==> config.mk <==
export PLATFORM = sky130hd
export DESIGN_NAME = mcsi_top
export DESIGN_NICKNAME = d
export VERILOG_FILES = /design/src/hdl/mcsi_pkg.sv /design/src/hdl/mcsi_top.sv
export VERILOG_INCLUDE_DIRS = /design/src /design/src/hdl
export SDC_FILE = /design/constraint.sdc
export NUM_CORES = 1
export LEC_CHECK = 0
export BUFFER_PORTS_ARGS = -buffer_cell sky130_fd_sc_hd__buf_2
export CAP_MARGIN = 20
export CORE_MARGIN = 2
export CORE_UTILIZATION = 43
export DETAILED_ROUTE_END_ITERATION = 12
export GPL_ROUTABILITY_DRIVEN = 0
export PLACE_DENSITY = 0.85
export SLEW_MARGIN = 20
export SYNTH_ARGS = -nofsm -noshare
export SYNTH_HDL_FRONTEND = slang
export SYNTH_SLANG_ARGS = --single-unit
export TNS_END_PERCENT = 10
==> constraint.sdc <==
create_clock -name ref_clk -period 2.21 [get_ports ref_clk]
set_input_delay 0.3315 -clock ref_clk [delete_from_list [all_inputs] [get_ports ref_clk]]
set_output_delay 0.3315 -clock ref_clk [all_outputs]
set_load 0.03 [all_outputs]
==> src/hdl/mcsi_map.svh <==
// mcsi_map.svh: constants of the mcu system integration block
// assumes: included by its bare name before the package and the design
//
// Function
// - 109 instructions; 26 one-clock, 50 two-clock
// - only four exceed four clocks; max eight
// - twenty-one peripheral interrupt sources reach core
// - seven sources assert internal reset
// - reset pin bidirectional; power-on reset driven out
// - each source maskable except supply monitor, pin
// - watchdog lockable on after power-on reset
// - internal oscillator selected after any reset
// - software switches clock source without reset
// - upper data: indirect to ram, direct to sfr
// - lower half both modes; four register banks
// - sixteen bytes after banks are bit addressable
// - 2048-byte xram aliases over 64k space
// - flash erased/written in-system, 512-byte sectors
// - 0x7E00 to 0x7FFF reserved, not usable
// - extra 128-byte sector at 0x8000 to 0x807F
// - peripherals except adc freeze during debug halt
// - debug uses no application resources
// - test port follows boundary-scan standard
`ifndef MCSI_MAP_SVH
`define MCSI_MAP_SVH
`define MCSI_NUM_INSTR 109
`define MCSI_NUM_1CLK 26
`define MCSI_NUM_2CLK 50
`define MCSI_MAX_CLKS 4'h8
`define MCSI_IRQ_SRCS 21
`define MCSI_UPPER_BASE 8'h80
`define MCSI_BANK_END 8'h20
`define MCSI_BIT_END 8'h30
`define MCSI_XRAM_BITS 11
`define MCSI_SECTOR_BITS 9
`define MCSI_RSV_LO 16'h7E00
`define MCSI_RSV_HI 16'h7FFF
`define MCSI_XSEC_LO 16'h8000
`define MCSI_XSEC_HI 16'h807F
`define MCSI_POR_CYCLES 8'h10
`define MCSI_CLK_INT 1'b0
`define MCSI_CLK_EXT 1'b1
`endif

==> src/hdl/mcsi_pkg.sv <==
// mcsi_pkg.sv: types of the mcu system integration block
// assumes: mcsi_map.svh holds the map numbers; field widths and encodings are written here
`include "mcsi_map.svh"
package mcsi_pkg;
  typedef enum logic [1:0] {
    MCSI_DS_LOWRAM = 2'b00,
    MCSI_DS_UPRAM = 2'b01,
    MCSI_DS_SFR = 2'b10
  } mcsi_dspace_t;
  typedef enum logic [1:0] {
    MCSI_PM_APP = 2'b00,
    MCSI_PM_RSV = 2'b01,
    MCSI_PM_XSEC = 2'b10,
    MCSI_PM_NONE = 2'b11
  } mcsi_pspace_t;
  typedef enum logic [1:0] {
    MCSI_EX_IDLE = 2'b00,
    MCSI_EX_RUN = 2'b01
  } mcsi_exst_t;
  // one bit per reset source, high to low
  typedef struct packed {
    logic pin;
    logic cnvst;
    logic sw;
    logic cmp0;
    logic mclk;
    logic wdog;
    logic vdd;
  } mcsi_rstsrc_t;
  typedef struct packed {
    logic [7:0] por_cnt;
    logic por_done;
    logic wdog_lock;
    logic clk_sel;
    mcsi_exst_t exst;
    logic [3:0] cyc_left;
    logic [3:0] cyc_total;
    logic instr_done;
    logic [20:0] irq_pend;
    logic rst_out;
  } mcsi_state_t;
endpackage

==> src/hdl/mcsi_top.sv <==
// mcsi_top.sv: reset, clock select, cycle timing, memory decode, debug freeze
// assumes: one clock, all inputs synchronous to ref_clk
`include "mcsi_map.svh"
module mcsi_top import mcsi_pkg::*; (
  input wire logic ref_clk,
  input wire logic sys_rst,
  // reset sources, active high
  input wire mcsi_rstsrc_t rst_src,
  input wire mcsi_rstsrc_t rst_enable,
  input wire logic rst_pin_in,
  output logic rst_pin_out,
  output logic rst_pin_oe,
  output logic core_rst,
  input wire logic wdog_lock_req,
  output logic wdog_locked,
  input wire logic clk_sel_wr,
  input wire logic clk_sel_val,
  output logic clk_sel,
  // instruction timing
  input wire logic instr_start,
  input wire logic [3:0] instr_lo,
  input wire logic [3:0] instr_hi,
  input wire logic instr_branch,
  output logic instr_busy,
  output logic instr_done,
  output logic [3:0] instr_cycles,
  // interrupts
  input wire logic [20:0] irq_src,
  input wire logic [20:0] irq_ack,
  output logic [20:0] irq_pend,
  // data memory decode
  input wire logic [7:0] dmem_addr,
  input wire logic dmem_indirect,
  output mcsi_dspace_t dmem_space,
  output logic dmem_bank_reg,
  output logic dmem_bitaddr,
  input wire logic [15:0] xmem_addr,
  output logic [10:0] xram_addr,
  // program memory decode
  input wire logic [15:0] pmem_addr,
  output mcsi_pspace_t pmem_space,
  output logic pmem_app_ok,
  output logic [6:0] pmem_sector,
  // debug
  input wire logic dbg_halt,
  input wire logic dbg_step,
  input wire logic dbg_break,
  output logic periph_freeze,
  output logic adc_run
);
  mcsi_state_t st;
  mcsi_state_t next_st;
  logic any_rst;
  logic frozen;

  // ----------------------------------------
  // reset gating function
  // ----------------------------------------
  // supply monitor and the pin source bypass every enable
  function automatic logic rst_gate(input mcsi_rstsrc_t src, input mcsi_rstsrc_t en, input logic lock);
    logic masked;
    masked = (src.wdog & (en.wdog | lock)) | (src.mclk & en.mclk) | (src.cmp0 & en.cmp0)
      | (src.sw & en.sw) | (src.cnvst & en.cnvst);
    rst_gate = src.vdd | src.pin | masked;
  endfunction

  // ----------------------------------------
  // decode functions
  // ----------------------------------------
  function automatic mcsi_pspace_t pdec(input logic [15:0] a);
    if (a >= `MCSI_RSV_LO && a <= `MCSI_RSV_HI) begin
      pdec = MCSI_PM_RSV;
    end else if (a < `MCSI_RSV_LO) begin
      pdec = MCSI_PM_APP;
    end else if (a >= `MCSI_XSEC_LO && a <= `MCSI_XSEC_HI) begin
      pdec = MCSI_PM_XSEC;
    end else begin
      pdec = MCSI_PM_NONE;
    end
  endfunction

  // ----------------------------------------
  // reset aggregation
  // ----------------------------------------
  // supply monitor and pin cannot be masked
  // own power-on drive loops back through the pin, so the core stays held
  assign any_rst = rst_gate(rst_src, rst_enable, st.wdog_lock) | rst_pin_in;
  assign frozen = dbg_halt | dbg_step | dbg_break;

  // ----------------------------------------
  // next state
  // ----------------------------------------
  always_comb begin
    next_st = st;
    next_st.instr_done = 1'b0;
    if (!st.por_done) begin
      if (st.por_cnt == `MCSI_POR_CYCLES) begin
        next_st.por_done = 1'b1;
      end else begin
        next_st.por_cnt = st.por_cnt + 8'h01;
      end
    end
    next_st.rst_out = ~st.por_done;
    if (wdog_lock_req && st.por_done) begin
      next_st.wdog_lock = 1'b1;
    end
    if (clk_sel_wr) begin
      next_st.clk_sel = clk_sel_val;
    end
    next_st.irq_pend = (st.irq_pend & ~irq_ack) | irq_src;
    case (st.exst)
      MCSI_EX_IDLE: begin
        if (instr_start && !frozen) begin
          next_st.cyc_total = instr_branch ? instr_hi : instr_lo;
          if (next_st.cyc_total > `MCSI_MAX_CLKS) begin
            next_st.cyc_total = `MCSI_MAX_CLKS;
          end
          if (next_st.cyc_total == 4'h0) begin
            next_st.cyc_total = 4'h1;
          end
          next_st.cyc_left = next_st.cyc_total - 4'h1;
          if (next_st.cyc_left == 4'h0) begin
            next_st.instr_done = 1'b1;
          end else begin
            next_st.exst = MCSI_EX_RUN;
          end
        end
      end
      MCSI_EX_RUN: begin
        if (!frozen) begin
          next_st.cyc_left = st.cyc_left - 4'h1;
          if (st.cyc_left == 4'h1) begin
            next_st.instr_done = 1'b1;
            next_st.exst = MCSI_EX_IDLE;
          end
        end
      end
      default: begin
        next_st.exst = MCSI_EX_IDLE;
      end
    endcase
    if (any_rst) begin
      next_st.clk_sel = `MCSI_CLK_INT;
      next_st.exst = MCSI_EX_IDLE;
      next_st.cyc_left = 4'h0;
      next_st.irq_pend = 21'h000000;
      next_st.instr_done = 1'b0;
      next_st.wdog_lock = 1'b0;
    end
  end

  always_ff @(posedge ref_clk) begin
    if (sys_rst) begin
      st <= '0;
    end else begin
      st <= next_st;
    end
  end

  // ----------------------------------------
  // outputs
  // ----------------------------------------
  assign rst_pin_out = 1'b0;
  assign rst_pin_oe = st.rst_out;
  assign core_rst = ~st.por_done | any_rst;
  assign wdog_locked = st.wdog_lock;
  assign clk_sel = st.clk_sel;
  assign instr_busy = (st.exst == MCSI_EX_RUN);
  assign instr_done = st.instr_done;
  assign instr_cycles = st.cyc_total;
  assign irq_pend = st.irq_pend;
  // upper half dual-mapped by addressing mode
  assign dmem_space = (dmem_addr < `MCSI_UPPER_BASE) ? MCSI_DS_LOWRAM
    : (dmem_indirect ? MCSI_DS_UPRAM : MCSI_DS_SFR);
  assign dmem_bank_reg = dmem_addr < `MCSI_BANK_END;
  assign dmem_bitaddr = dmem_addr >= `MCSI_BANK_END && dmem_addr < `MCSI_BIT_END;
  // partial decode: high bits ignored, so the block repeats
  assign xram_addr = xmem_addr[`MCSI_XRAM_BITS-1:0];
  assign pmem_space = pdec(pmem_addr);
  assign pmem_app_ok = pdec(pmem_addr) == MCSI_PM_APP || pdec(pmem_addr) == MCSI_PM_XSEC;
  assign pmem_sector = pmem_addr[15:`MCSI_SECTOR_BITS];
  // debug levels arrive already decoded by the test port logic
  // test port itself kept outside this block
  // freeze uses no application timer, ram or channel
  // adc keeps converting so analog timing is not disturbed
  assign periph_freeze = frozen;
  assign adc_run = 1'b1;

  // ----------------------------------------
  // checks
  // ----------------------------------------
  property p_clk_int;
    @(posedge ref_clk) disable iff (sys_rst) any_rst |=> clk_sel == `MCSI_CLK_INT;
  endproperty
  a_clk_int: assert property (p_clk_int) else $error("clock not internal after reset");
  property p_clk_sw;
    @(posedge ref_clk) disable iff (sys_rst) (clk_sel_wr && !any_rst) |=> clk_sel == $past(clk_sel_val);
  endproperty
  a_clk_sw: assert property (p_clk_sw) else $error("clock switch lost");
  property p_max;
    @(posedge ref_clk) disable iff (sys_rst) instr_busy |-> instr_cycles <= `MCSI_MAX_CLKS;
  endproperty
  a_max: assert property (p_max) else $error("instruction over eight clocks");
  property p_vdd;
    @(posedge ref_clk) disable iff (sys_rst) rst_src.vdd |-> core_rst;
  endproperty
  a_vdd: assert property (p_vdd) else $error("supply reset masked");
  property p_irq;
    @(posedge ref_clk) disable iff (sys_rst) (|irq_src && !any_rst) |=> (irq_pend & $past(irq_src)) == $past(irq_src);
  endproperty
  a_irq: assert property (p_irq) else $error("interrupt lost");
  property p_sfr;
    @(posedge ref_clk) disable iff (sys_rst) (dmem_addr[7] && !dmem_indirect) |-> dmem_space == MCSI_DS_SFR;
  endproperty
  a_sfr: assert property (p_sfr) else $error("direct upper not sfr");
  property p_rsv;
    @(posedge ref_clk) disable iff (sys_rst) (pmem_addr[15:9] == 7'h3F) |-> !pmem_app_ok;
  endproperty
  a_rsv: assert property (p_rsv) else $error("reserved flash usable");
  property p_lock;
    @(posedge ref_clk) disable iff (sys_rst) (wdog_locked && !any_rst) |=> wdog_locked;
  endproperty
  a_lock: assert property (p_lock) else $error("watchdog lock dropped");
  property p_frz;
    @(posedge ref_clk) disable iff (sys_rst) (instr_busy && dbg_halt && !any_rst) |=> $stable(st.cyc_left);
  endproperty
  a_frz: assert property (p_frz) else $error("core advanced while halted");

  property p_start_frz;
    @(posedge ref_clk) disable iff (sys_rst) (frozen && !instr_busy) |=> !instr_busy;
  endproperty
  a_start_frz: assert property (p_start_frz) else $error("start taken while frozen");

  property p_freeze;
    @(posedge ref_clk) disable iff (sys_rst) frozen |-> (periph_freeze && adc_run);
  endproperty
  a_freeze: assert property (p_freeze) else $error("peripherals not frozen");

  // ----------------------------------------
  // reset checks
  // ----------------------------------------
  property p_pin_rst;
    @(posedge ref_clk) disable iff (sys_rst) (rst_pin_in || rst_src.pin) |-> core_rst;
  endproperty
  a_pin_rst: assert property (p_pin_rst) else $error("pin reset masked");

  property p_por_oe;
    @(posedge ref_clk) disable iff (sys_rst) !st.por_done |=> rst_pin_oe;
  endproperty
  a_por_oe: assert property (p_por_oe) else $error("power-on reset not driven out");

  property p_oe_off;
    @(posedge ref_clk) disable iff (sys_rst) st.por_done |=> !rst_pin_oe;
  endproperty
  a_oe_off: assert property (p_oe_off) else $error("reset pin still driven");

  property p_por_core;
    @(posedge ref_clk) disable iff (sys_rst) !st.por_done |-> core_rst;
  endproperty
  a_por_core: assert property (p_por_core) else $error("core free during power-on");

  property p_mask;
    @(posedge ref_clk) disable iff (sys_rst)
      (rst_enable == 7'h00 && !rst_src.vdd && !rst_src.pin && !rst_pin_in && !wdog_locked && st.por_done)
      |-> !core_rst;
  endproperty
  a_mask: assert property (p_mask) else $error("disabled source still resets");

  property p_lock_rst;
    @(posedge ref_clk) disable iff (sys_rst) (wdog_locked && rst_src.wdog) |-> core_rst;
  endproperty
  a_lock_rst: assert property (p_lock_rst) else $error("locked watchdog masked");

  property p_irq_rst;
    @(posedge ref_clk) disable iff (sys_rst) any_rst |=> irq_pend == 21'h000000;
  endproperty
  a_irq_rst: assert property (p_irq_rst) else $error("pending kept over reset");

  property p_clk_hold;
    @(posedge ref_clk) disable iff (sys_rst) (!clk_sel_wr && !any_rst) |=> $stable(clk_sel);
  endproperty
  a_clk_hold: assert property (p_clk_hold) else $error("clock source moved unasked");

  // ----------------------------------------
  // executor and interrupt acknowledge checks
  // ----------------------------------------
  property p_clamp;
    @(posedge ref_clk) disable iff (sys_rst) (instr_start && !instr_busy && !frozen && !any_rst)
      |=> (instr_cycles != 4'h0 && instr_cycles <= `MCSI_MAX_CLKS);
  endproperty
  a_clamp: assert property (p_clamp) else $error("cycle count out of range");

  property p_branch;
    @(posedge ref_clk) disable iff (sys_rst) (instr_start && !instr_busy && !frozen && !any_rst
      && instr_branch && instr_hi != 4'h0 && instr_hi <= `MCSI_MAX_CLKS) |=> instr_cycles == $past(instr_hi);
  endproperty
  a_branch: assert property (p_branch) else $error("taken branch not high count");

  property p_nobranch;
    @(posedge ref_clk) disable iff (sys_rst) (instr_start && !instr_busy && !frozen && !any_rst
      && !instr_branch && instr_lo != 4'h0 && instr_lo <= `MCSI_MAX_CLKS) |=> instr_cycles == $past(instr_lo);
  endproperty
  a_nobranch: assert property (p_nobranch) else $error("untaken branch not low count");

  property p_run_len;
    @(posedge ref_clk) disable iff (sys_rst) (instr_busy && !frozen && !any_rst && st.cyc_left == 4'h1)
      |=> instr_done;
  endproperty
  a_run_len: assert property (p_run_len) else $error("instruction ran long");

  property p_irq_ack;
    @(posedge ref_clk) disable iff (sys_rst) (irq_ack[0] && !irq_src[0] && !any_rst) |=> !irq_pend[0];
  endproperty
  a_irq_ack: assert property (p_irq_ack) else $error("acked interrupt still pending");

  // ----------------------------------------
  // memory map checks
  // ----------------------------------------
  property p_upram;
    @(posedge ref_clk) disable iff (sys_rst) (dmem_addr[7] && dmem_indirect) |-> dmem_space == MCSI_DS_UPRAM;
  endproperty
  a_upram: assert property (p_upram) else $error("indirect upper not ram");

  property p_low;
    @(posedge ref_clk) disable iff (sys_rst) !dmem_addr[7] |-> dmem_space == MCSI_DS_LOWRAM;
  endproperty
  a_low: assert property (p_low) else $error("lower half misrouted");

  property p_bank;
    @(posedge ref_clk) disable iff (sys_rst) (dmem_addr[7:5] == 3'h0) |-> (dmem_bank_reg && !dmem_bitaddr);
  endproperty
  a_bank: assert property (p_bank) else $error("bank area misdecoded");

  property p_bit;
    @(posedge ref_clk) disable iff (sys_rst) (dmem_addr[7:4] == 4'h2) |-> (dmem_bitaddr && !dmem_bank_reg);
  endproperty
  a_bit: assert property (p_bit) else $error("bit area misdecoded");

  property p_app;
    @(posedge ref_clk) disable iff (sys_rst) (pmem_addr[15:9] < 7'h3F) |-> pmem_app_ok;
  endproperty
  a_app: assert property (p_app) else $error("application flash refused");

  property p_xsec;
    @(posedge ref_clk) disable iff (sys_rst) (pmem_addr[15:7] == 9'h100) |-> (pmem_space == MCSI_PM_XSEC && pmem_app_ok);
  endproperty
  a_xsec: assert property (p_xsec) else $error("extra sector not usable");
endmodule

==> impl_results.md, run 1 <==
* Met2 wire len at 2600 um
* Total Negative Setup Slacks at 0 ns
* Area Overhead vs Synth at 19.2%
* Yosys cell types at 42
* Status: completed
* Clock Latency Late Sink at 0.29 ns
* Final net count at 492
* Clock buffer depth at 2
* Pwr/cell area at 551 nW/um^2
* Crit-path max FO at 4
* Syn_nets at 406
* Total CTS buffers at 5
* Top-level port count at 175
* Final global-route overflow total at 0
* Post-Place Cells at 433
* CP Launch Type: flip-flop
* Mapped Area at 2310 um^2
* TritonCTS clock tree: yes
* DRC viols at 0
* Top-count cell post-synth: buf_4
* Syn Area/Cell at 8.12 um^2
* Worst reg2reg path depth at 6
* Number of diodes at 0
* Metal-1 WL at 1770 um
* Total of max-cap violations at 0
* Register area at 861 um^2
* Initial antenna violation count at 0
* Clk sinks at 43
* Crit. End Element: primary output
* Top_reg_cell synth: dfxtp_1
* Area leader, netlist: dfxtp_1
* DP HPWL at 4050 um
* Synth top area cells: dfxtp_1, buf_4, nor2_1
* Initial Utilization at 44.9%
* Asr flop ratio synth at 0%
* Post-DP Area at 2660 um^2
* Post-cts resize count at 0
* DR vias at 2088
* Number of setup violations in the final report at 0
* Final Hold Viols at 0
* DR top layer: met4
* Worst Hold Class: in2reg
* Detail Route met3 WL at 514 um
* First-pass GRT wire length at 8430 um
* Tcrit/Tclk final at 81.2%
* Die Y at 77.2 um
* Antenna-violating nets left at 0
* Seq cells post-synth at 43
* H-tree depth at 2
* Worst hold stages at 3
* Crit path kind: reg2out
* Post-synthesis sequential area ratio at 37.3%
* Worst r2r src: st[36]
* Syn Inst Count at 284
* Die area at 5960 um^2
* Post-CTS Setup Repair Bufs at 0
* Final WL at 4950 um
* EDFF count, synth at 0
* Total GRT Usage at 17.3%
* Mean routed wirelength per cell at 11.2 um
* Final min period at 1.79 ns
* Worst R2R End: st[37]
* Yosys top cell area share at 37.3%
* HP Start: irq_src[17]
* Fmax at 557 MHz
* Die width at 77.2 um
* 1st-pass router iterations at 4
* Layout fillers at 489
* Multi-input gate area at 926 um^2
* Clock Skew at 0.00844 ns
* Leakage Power at 1.41 nW
* Worst Path Required at 1.88 ns
* Data arrival time of the critical path at 1.46 ns
* Share of post-route cells with drive strength above 1 at 39.4%
* Core Util, Final at 53.5%
* I/O Buffers at 132
* Finished Cell Area at 2750 um^2
* RSZ-0062 raised after global routing: no
* Post-route insts no fill at 441
* Drt first-iter violations at 30
* Clk root buf: clkbuf_8
* Max-slew violation total from the final report at 0
* Std-Cell Core Area at 5140 um^2
* Reg2Reg Setup Slack at 0.69 ns
* Row count at 26
* Clock transition at the registers of the reported paths at 0.08 ns
* Worst hold slack at 0.239 ns
* WHS Endpoint: irq_pend[17]
* Via/cell ratio at 4.73
* Post-synth top cells: buf_4, dfxtp_1, nor2_1, inv_1, a21oi_1
* VDD IR max at 0.246 mV
* Hold_buf cts at 0
* Vias in the first global route at 2079
* Largest net degree at the start of global routing at 28
* Warnings from Yosys at 0
layer usage:
layer,vias to the layer above,track usage [%]
met5,-,0
met4,0,5.71
met3,8,6.94
met2,99,34.6
met1,923,15.3
li1,1058,-
cells in the final DEF, fill, tap and decap left out, types with 2 or more instances in the layout:
| cell type | count |
|---|---|
| nor2_2 | 3 |
| and3_1 | 4 |
| clkbuf_8 | 5 |
| buf_2 | 132 |
| ha_1 | 6 |
| o21ai_0 | 6 |
| xor2_1 | 5 |
| o21bai_1 | 2 |
| and2_1 | 2 |
| nand2_1 | 7 |
| a211oi_1 | 4 |
| dfxtp_1 | 43 |
| nor2_1 | 39 |
| nor3_1 | 6 |
| conb_1 | 2 |
| xnor2_1 | 2 |
| a22oi_1 | 4 |
| or3_1 | 3 |
| nor3b_1 | 2 |
| nand3_1 | 3 |
| inv_1 | 32 |
| nor2b_1 | 2 |
| o21ai_1 | 2 |
| nor4b_1 | 3 |
| nand4_1 | 4 |
| a21oi_1 | 28 |
| mux2i_1 | 3 |
state kept, by name (all words and copies together), names as in the netlist:
signal	cells
clk_sel	1
st	14
instr_cycles	4
irq_pend	21
instr_done	1
wdog_locked	1
rst_pin_oe	1
layout make-up:
cell class	count	area share, %
Inverter	32	4.37
Clock buffer	6	2.64
Multi-Input combinational cell	155	33.7
Clock inverter	2	0.455
Sequential cell	43	31.3
Tap cell	70	3.19
Timing Repair Buffer	133	24.3
through the flow:
step	total power [mW]	setup WS, ns
5_1_grt	1.60	0.305
3_3_place_gp	1.05	0.462
2_1_floorplan	0.993	0.349
6_report	1.51	0.416
3_5_place_dp	1.05	0.422
4_1_cts	1.54	0.381
logic make-up after synthesis:
group / after synthesis / synth area share, %
buf+inv: 86 / 22.5
simple gates: 85 / 19.0
compound gates: 52 / 13.6
flops: 43 / 37.3
xor+xnor: 7 / 2.66
fa+ha+maj: 6 / 3.26
mux: 3 / 1.30
other cells: 2 / 0.326
worst max-delay path by stage:
stage,from,end,slack (ns),cells past startpoint
2_1_floorplan,pmem_addr[13],pmem_space[0],0.35,4
3_5_place_dp,instr_branch,st[31],0.42,8
5_1_grt,wdog_locked,core_rst,0.30,4
6_report,wdog_locked,core_rst,0.42,4
4_1_cts,wdog_locked,core_rst,0.38,4
3_3_place_gp,instr_branch,st[31],0.46,8
power breakdown:
group / internal, mW / switching (mW)
Clock: 0.221 / 0.260
Combinational: 0.105 / 0.133
Sequential: 0.785 / 0.0100
critical path, cell delays in order, from the launching register on:
cell and delay [ns]:
dfxtp_1 0.33, o21ai_1 0.17, nand2_1 0.12, or3_1 0.36, buf_2 0.19
(Power assumes the default switching activity.)
==> run 2, diff against run 1 <==
CORE_UTILIZATION = 36   (was 43)
PLACE_DENSITY = 0.76   (was 0.85)
clock period = 1.6 ns   (was 2.21 ns; I/O delays follow)
==> impl_results.md, run 2 (synthesized netlist as in run 1, its figures left out) <==
* Worst hold stages at 3
* Clock transition at the registers of the reported paths at 0.08 ns
* Via/cell ratio at 4.62
* Reg2Reg Setup Slack at 0.10 ns
* Clock Latency Late Sink at 0.29 ns
* VDD IR max at 0.381 mV
* RSZ-0062 raised after global routing: yes
* Max-slew violation total from the final report at 0
* Critical path's top delay family: simple AND/OR/NAND/NOR gates
* Total of max-cap violations at 0
* Crit. End Element: primary output
* Finished Cell Area at 2900 um^2
* Die Y at 84.0 um
* Area Overhead vs Synth at 25.8%
* Max reg flops at 21
* Top-level port count at 175
* Final net count at 502
* Die width at 84.0 um
* Clock buffer depth at 2
* Final Hold Viols at 0
* Std-Cell Core Area at 6280 um^2
* Worst hold slack at 0.147 ns
* Worst R2R End: st[28]
* Clk sinks at 43
* Buf+Inv Stages, Crit Path at 1
* WHS Endpoint: irq_pend[19]
* Die area at 7060 um^2
* HP Start: irq_src[19]
* Worst reg2reg path depth at 6
* Clk root buf: clkbuf_8
* Post-DP Area at 2740 um^2
* Largest net degree at the start of global routing at 28
* TritonCTS clock tree: yes
* Worst Hold Class: in2reg
* Status: finished with violations
* Crit path kind: reg2out
* DR vias at 2115
* Worst r2r src: wdog_locked
* Tcrit/Tclk final at 100%
* Leakage Power at 1.50 nW
* Sequence of cells on the critical path: o21ai_2 -> nand2_2 -> or3_4 -> buf_6
* Antenna-violating nets left at 0
* Total GRT Usage at 14.1%
* Crit-path slowest cell: or3_4
* Core Util, Final at 46.2%
* DP HPWL at 4050 um
* Initial antenna violation count at 0
* Setup WS pre-CTS at 0.00281 ns
* Final min period at 1.60 ns
* Number of setup violations in the final report at 1
* Vias in the first global route at 2039
* Commonest non-fill, non-tap cell in the layout: buf_2
* 1st-pass router iterations at 4
* CP Launch Type: flip-flop
* Fmax at 623 MHz
* I/O Buffers at 132
* Final setup margin at -0.00390 ns
* Row count at 29
* Worst Path Required at 1.36 ns
* Crit-path max FO at 2
* Total CTS buffers at 5
* Layout fillers at 615
* Critical path's largest stage delay at 0.37 ns
* Drt first-iter violations at 60
* Failing checks: setup timing
* Share of post-route cells with drive strength above 1 at 43.0%
* Data arrival time of the critical path at 1.36 ns
* Commonest non-fill, non-tap cells in the layout: buf_2, dfxtp_1, nor2_1
* Clock Skew at 0.00403 ns
* Number of diodes at 0
* Hold_buf cts at 0
* Initial Utilization at 36.7%
* H-tree depth at 2
* Mean routed wirelength per cell at 11.0 um
* Pwr/cell area at 790 nW/um^2
* Final global-route overflow total at 0
* DRC viols at 0
* Final WL at 5050 um
* First-pass GRT wire length at 8280 um
[run 2: cell count changes in the layout (fill, tap and decap cells not counted), sizes merged]
cell / previous run / this run
clkinv: 1 / 2
clkinvlp: 1 / 0
buf: 133 / 143
clkbuf: 6 / 5
bufinv: 0 / 1
[run 2: how the worst max path moves through the flow]
stage,start,to,slack [ns],depth (start not counted)
6_report,wdog_locked,core_rst,-0.004,4
4_1_cts,wdog_locked,core_rst,-0.04,4
2_1_floorplan,dmem_addr[7],dmem_bitaddr,0.05,1
3_5_place_dp,instr_branch,st[31],0.003,8
5_1_grt,wdog_locked,core_rst,-0.06,4
3_3_place_gp,instr_branch,st[31],0.02,8
[run 2: where the power goes]
group | internal [mW] | switching [mW] | total, mW
Combinational | 0.163 | 0.192 | 0.355
Clock | 0.465 | 0.375 | 0.840
Sequential | 1.08 | 0.0125 | 1.10
Total | 1.71 | 0.580 | 2.29
[run 2: routing by layer]
layer	GRT usage, %	vias to the layer above	share of wire [%]
met5	0	-	0
met4	3.81	0	1.0
met3	4.75	4	9.6
met2	26.7	106	50
met1	14.8	927	40
li1	-	1078	-
[run 2: what timing repair did]
item / CTS / global route
pin swaps: 1 / 0
cloned: 0 / 0
gates resized for setup: 7 / 2
endpoints found under the setup margin: 1 / 4
setup buffers: 2 / 0
[run 2: area by class of cell]
type	instances	area (um^2)	share of cell area, %
well taps	77	96.3	3.32
clock buffers	5	68.8	2.37
flip-flops and latches	43	863	29.8
clock inverters	3	43.8	1.51
multi-input cells	155	947	32.6
inverters	32	120	4.14
repair buffers	143	762	26.3
[run 2: worst min-delay path, stage by stage]
cell	delay, ns
buf_2	0.08
a21oi_1	0.03
nor2_1	0.06
[run 2: metrics by stage]
| step | total power, mW | setup TNS, ns | instances |
|---|---|---|---|
| finish | 2.29 | -0.00390 | 458 |
| global route | 2.40 | -0.0721 | 458 |
| CTS | 2.33 | -0.0356 | 458 |
| detailed placement | 1.47 | 0 | 448 |
| global placement | 1.46 | 0 | 448 |
| floorplan | 1.37 | 0 | 284 |
==> run 3, diff against run 2 <==
RECOVER_POWER = 25   (was unset)
==> impl_results.md, run 3 (synthesized netlist as in run 1, its figures left out) <==
* Buf+Inv Stages, Crit Path at 1
* Max reg flops at 21
* Drt first-iter violations at 59
* Clk sinks at 43
* VDD IR max at 0.381 mV
* Final setup margin at -0.00415 ns
* DP HPWL at 4050 um
* Met2 wire len at 2510 um
* DRC viols at 0
* I/O Buffers at 132
* Reg2Reg Setup Slack at 0.10 ns
* Clock Latency Late Sink at 0.29 ns
* Largest net degree at the start of global routing at 28
* Row count at 29
* Total Negative Setup Slacks at -0.00415 ns
* Data arrival time of the critical path at 1.36 ns
* Worst r2r src: wdog_locked
* Final Hold Viols at 0
* Crit. End Element: primary output
* WHS Endpoint: irq_pend[19]
* Worst Path Required at 1.36 ns
* Mean routed wirelength per cell at 11.1 um
* Failing checks: setup timing
* Total CTS buffers at 5
* Crit path kind: reg2out
* Top-level port count at 175
* Status: finished with violations
* Final WL at 5070 um
* Total GRT Usage at 14.1%
* Finished Cell Area at 2890 um^2
* Leakage Power at 1.47 nW
* TritonCTS clock tree: yes
* Core Util, Final at 46.0%
* Number of diodes at 0
* DR vias at 2115
* Worst Hold Class: in2reg
* Design Power at 2.29 mW
* Number of setup violations in the final report at 1
* First-pass GRT wire length at 8280 um
* Worst R2R End: st[28]
* Clock transition at the registers of the reported paths at 0.08 ns
* Total of max-cap violations at 0
* H-tree depth at 2
* Die area at 7060 um^2
* Via/cell ratio at 4.62
* Fmax at 623 MHz
* Share of post-route cells with drive strength above 1 at 40.4%
* Layout fillers at 625
* Tcrit/Tclk final at 100%
* Detail Route met3 WL at 487 um
* Max-slew violation total from the final report at 0
* Area Overhead vs Synth at 25.3%
* Post-route insts no fill at 458
* Final min period at 1.60 ns
* Initial antenna violation count at 0
* Die width at 84.0 um
* Hold_buf cts at 0
* Die Y at 84.0 um
* Std-Cell Core Area at 6280 um^2
* Final global-route overflow total at 0
* Post-Place Cells at 448
* Critical path's top delay family: simple AND/OR/NAND/NOR gates
* Post-DP Area at 2740 um^2
* Worst hold stages at 3
* Initial Utilization at 36.7%
* Crit-path slowest cell: or3_4
* Critical path's largest stage delay at 0.37 ns
* Sequence of cells on the critical path: o21ai_2 -> nand2_2 -> or3_4 -> buf_6
* Vias in the first global route at 2039
* Commonest non-fill, non-tap cells in the layout: buf_2, dfxtp_1, nor2_1
* Metal-1 WL at 2020 um
* DR top layer: met4
* Pwr/cell area at 792 nW/um^2
* Commonest non-fill, non-tap cell in the layout: buf_2
* Antenna-violating nets left at 0
* Crit-path max FO at 2
* CP Launch Type: flip-flop
* Final net count at 502
* Clock Skew at 0.00378 ns
* Clk root buf: clkbuf_8
* Worst reg2reg path depth at 6
* Clock buffer depth at 2
* 1st-pass router iterations at 4
* HP Start: irq_src[19]
* RSZ-0062 raised after global routing: yes
==> run 3: changes by cell type in the layout (fill, tap and decap cells not counted), sizes merged <==
| cell | change |
|---|---|
| buf | -10 |
| clkbuf | +10 |
==> run 3: cell type report <==
cell class	instances	area [um^2]	share of cell area, %
Tap cell	77	96.3	3.33
Sequential cell	43	863	29.9
Multi-Input combinational cell	155	947	32.8
Clock buffer	5	68.8	2.38
Inverter	32	120	4.16
Clock inverter	3	43.8	1.52
Timing Repair Buffer	143	749	25.9
==> run 3: power by group <==
| part | switching, mW | internal, mW | leakage, nW |
|---|---|---|---|
| registers | 0.0125 | 1.08 | 0.349 |
| logic | 0.192 | 0.159 | 1.06 |
| clock network | 0.376 | 0.465 | 0.0581 |
==> run 3: worst max-delay path by stage <==
stage	start	endpoint	slack, ns	cells past startpoint
2_1_floorplan	dmem_addr[7]	dmem_bitaddr	0.05	1
3_3_place_gp	instr_branch	st[31]	0.02	8
3_5_place_dp	instr_branch	st[31]	0.003	8
4_1_cts	wdog_locked	core_rst	-0.04	4
5_1_grt	wdog_locked	core_rst	-0.06	4
6_report	wdog_locked	core_rst	-0.004	4
==> run 3: worst reg2reg max path, stage by stage (launching register included) <==
cell and delay, ns:
dfxtp_2 0.33, o21ai_2 0.15, nand2_2 0.07, buf_4 0.14, or3_1 0.39, buf_12 0.19
a221oi_2 0.16
==> run 3: what timing repair did <==
action,in CTS,in global routing
pin swaps,1,0
endpoints found under the setup margin,1,4
resized for setup,7,2
setup buffers,2,0
cloned,0,0
==> run 3: routing by layer <==
layer	vias up	global-route usage [%]
met5	-	0
li1	1079	-
met3	4	4.75
met4	0	3.81
met2	104	26.7
met1	928	14.8
==> run 3: through the flow <==
step | worst slack (ns) | hold WS (ns)
6_report | -0.00415 | 0.147
5_1_grt | -0.0613 | 0.149
4_1_cts | -0.0356 | 0.138
3_5_place_dp | 0.00281 | 0.452
3_3_place_gp | 0.0242 | 0.444
2_1_floorplan | 0.0505 | 0.357
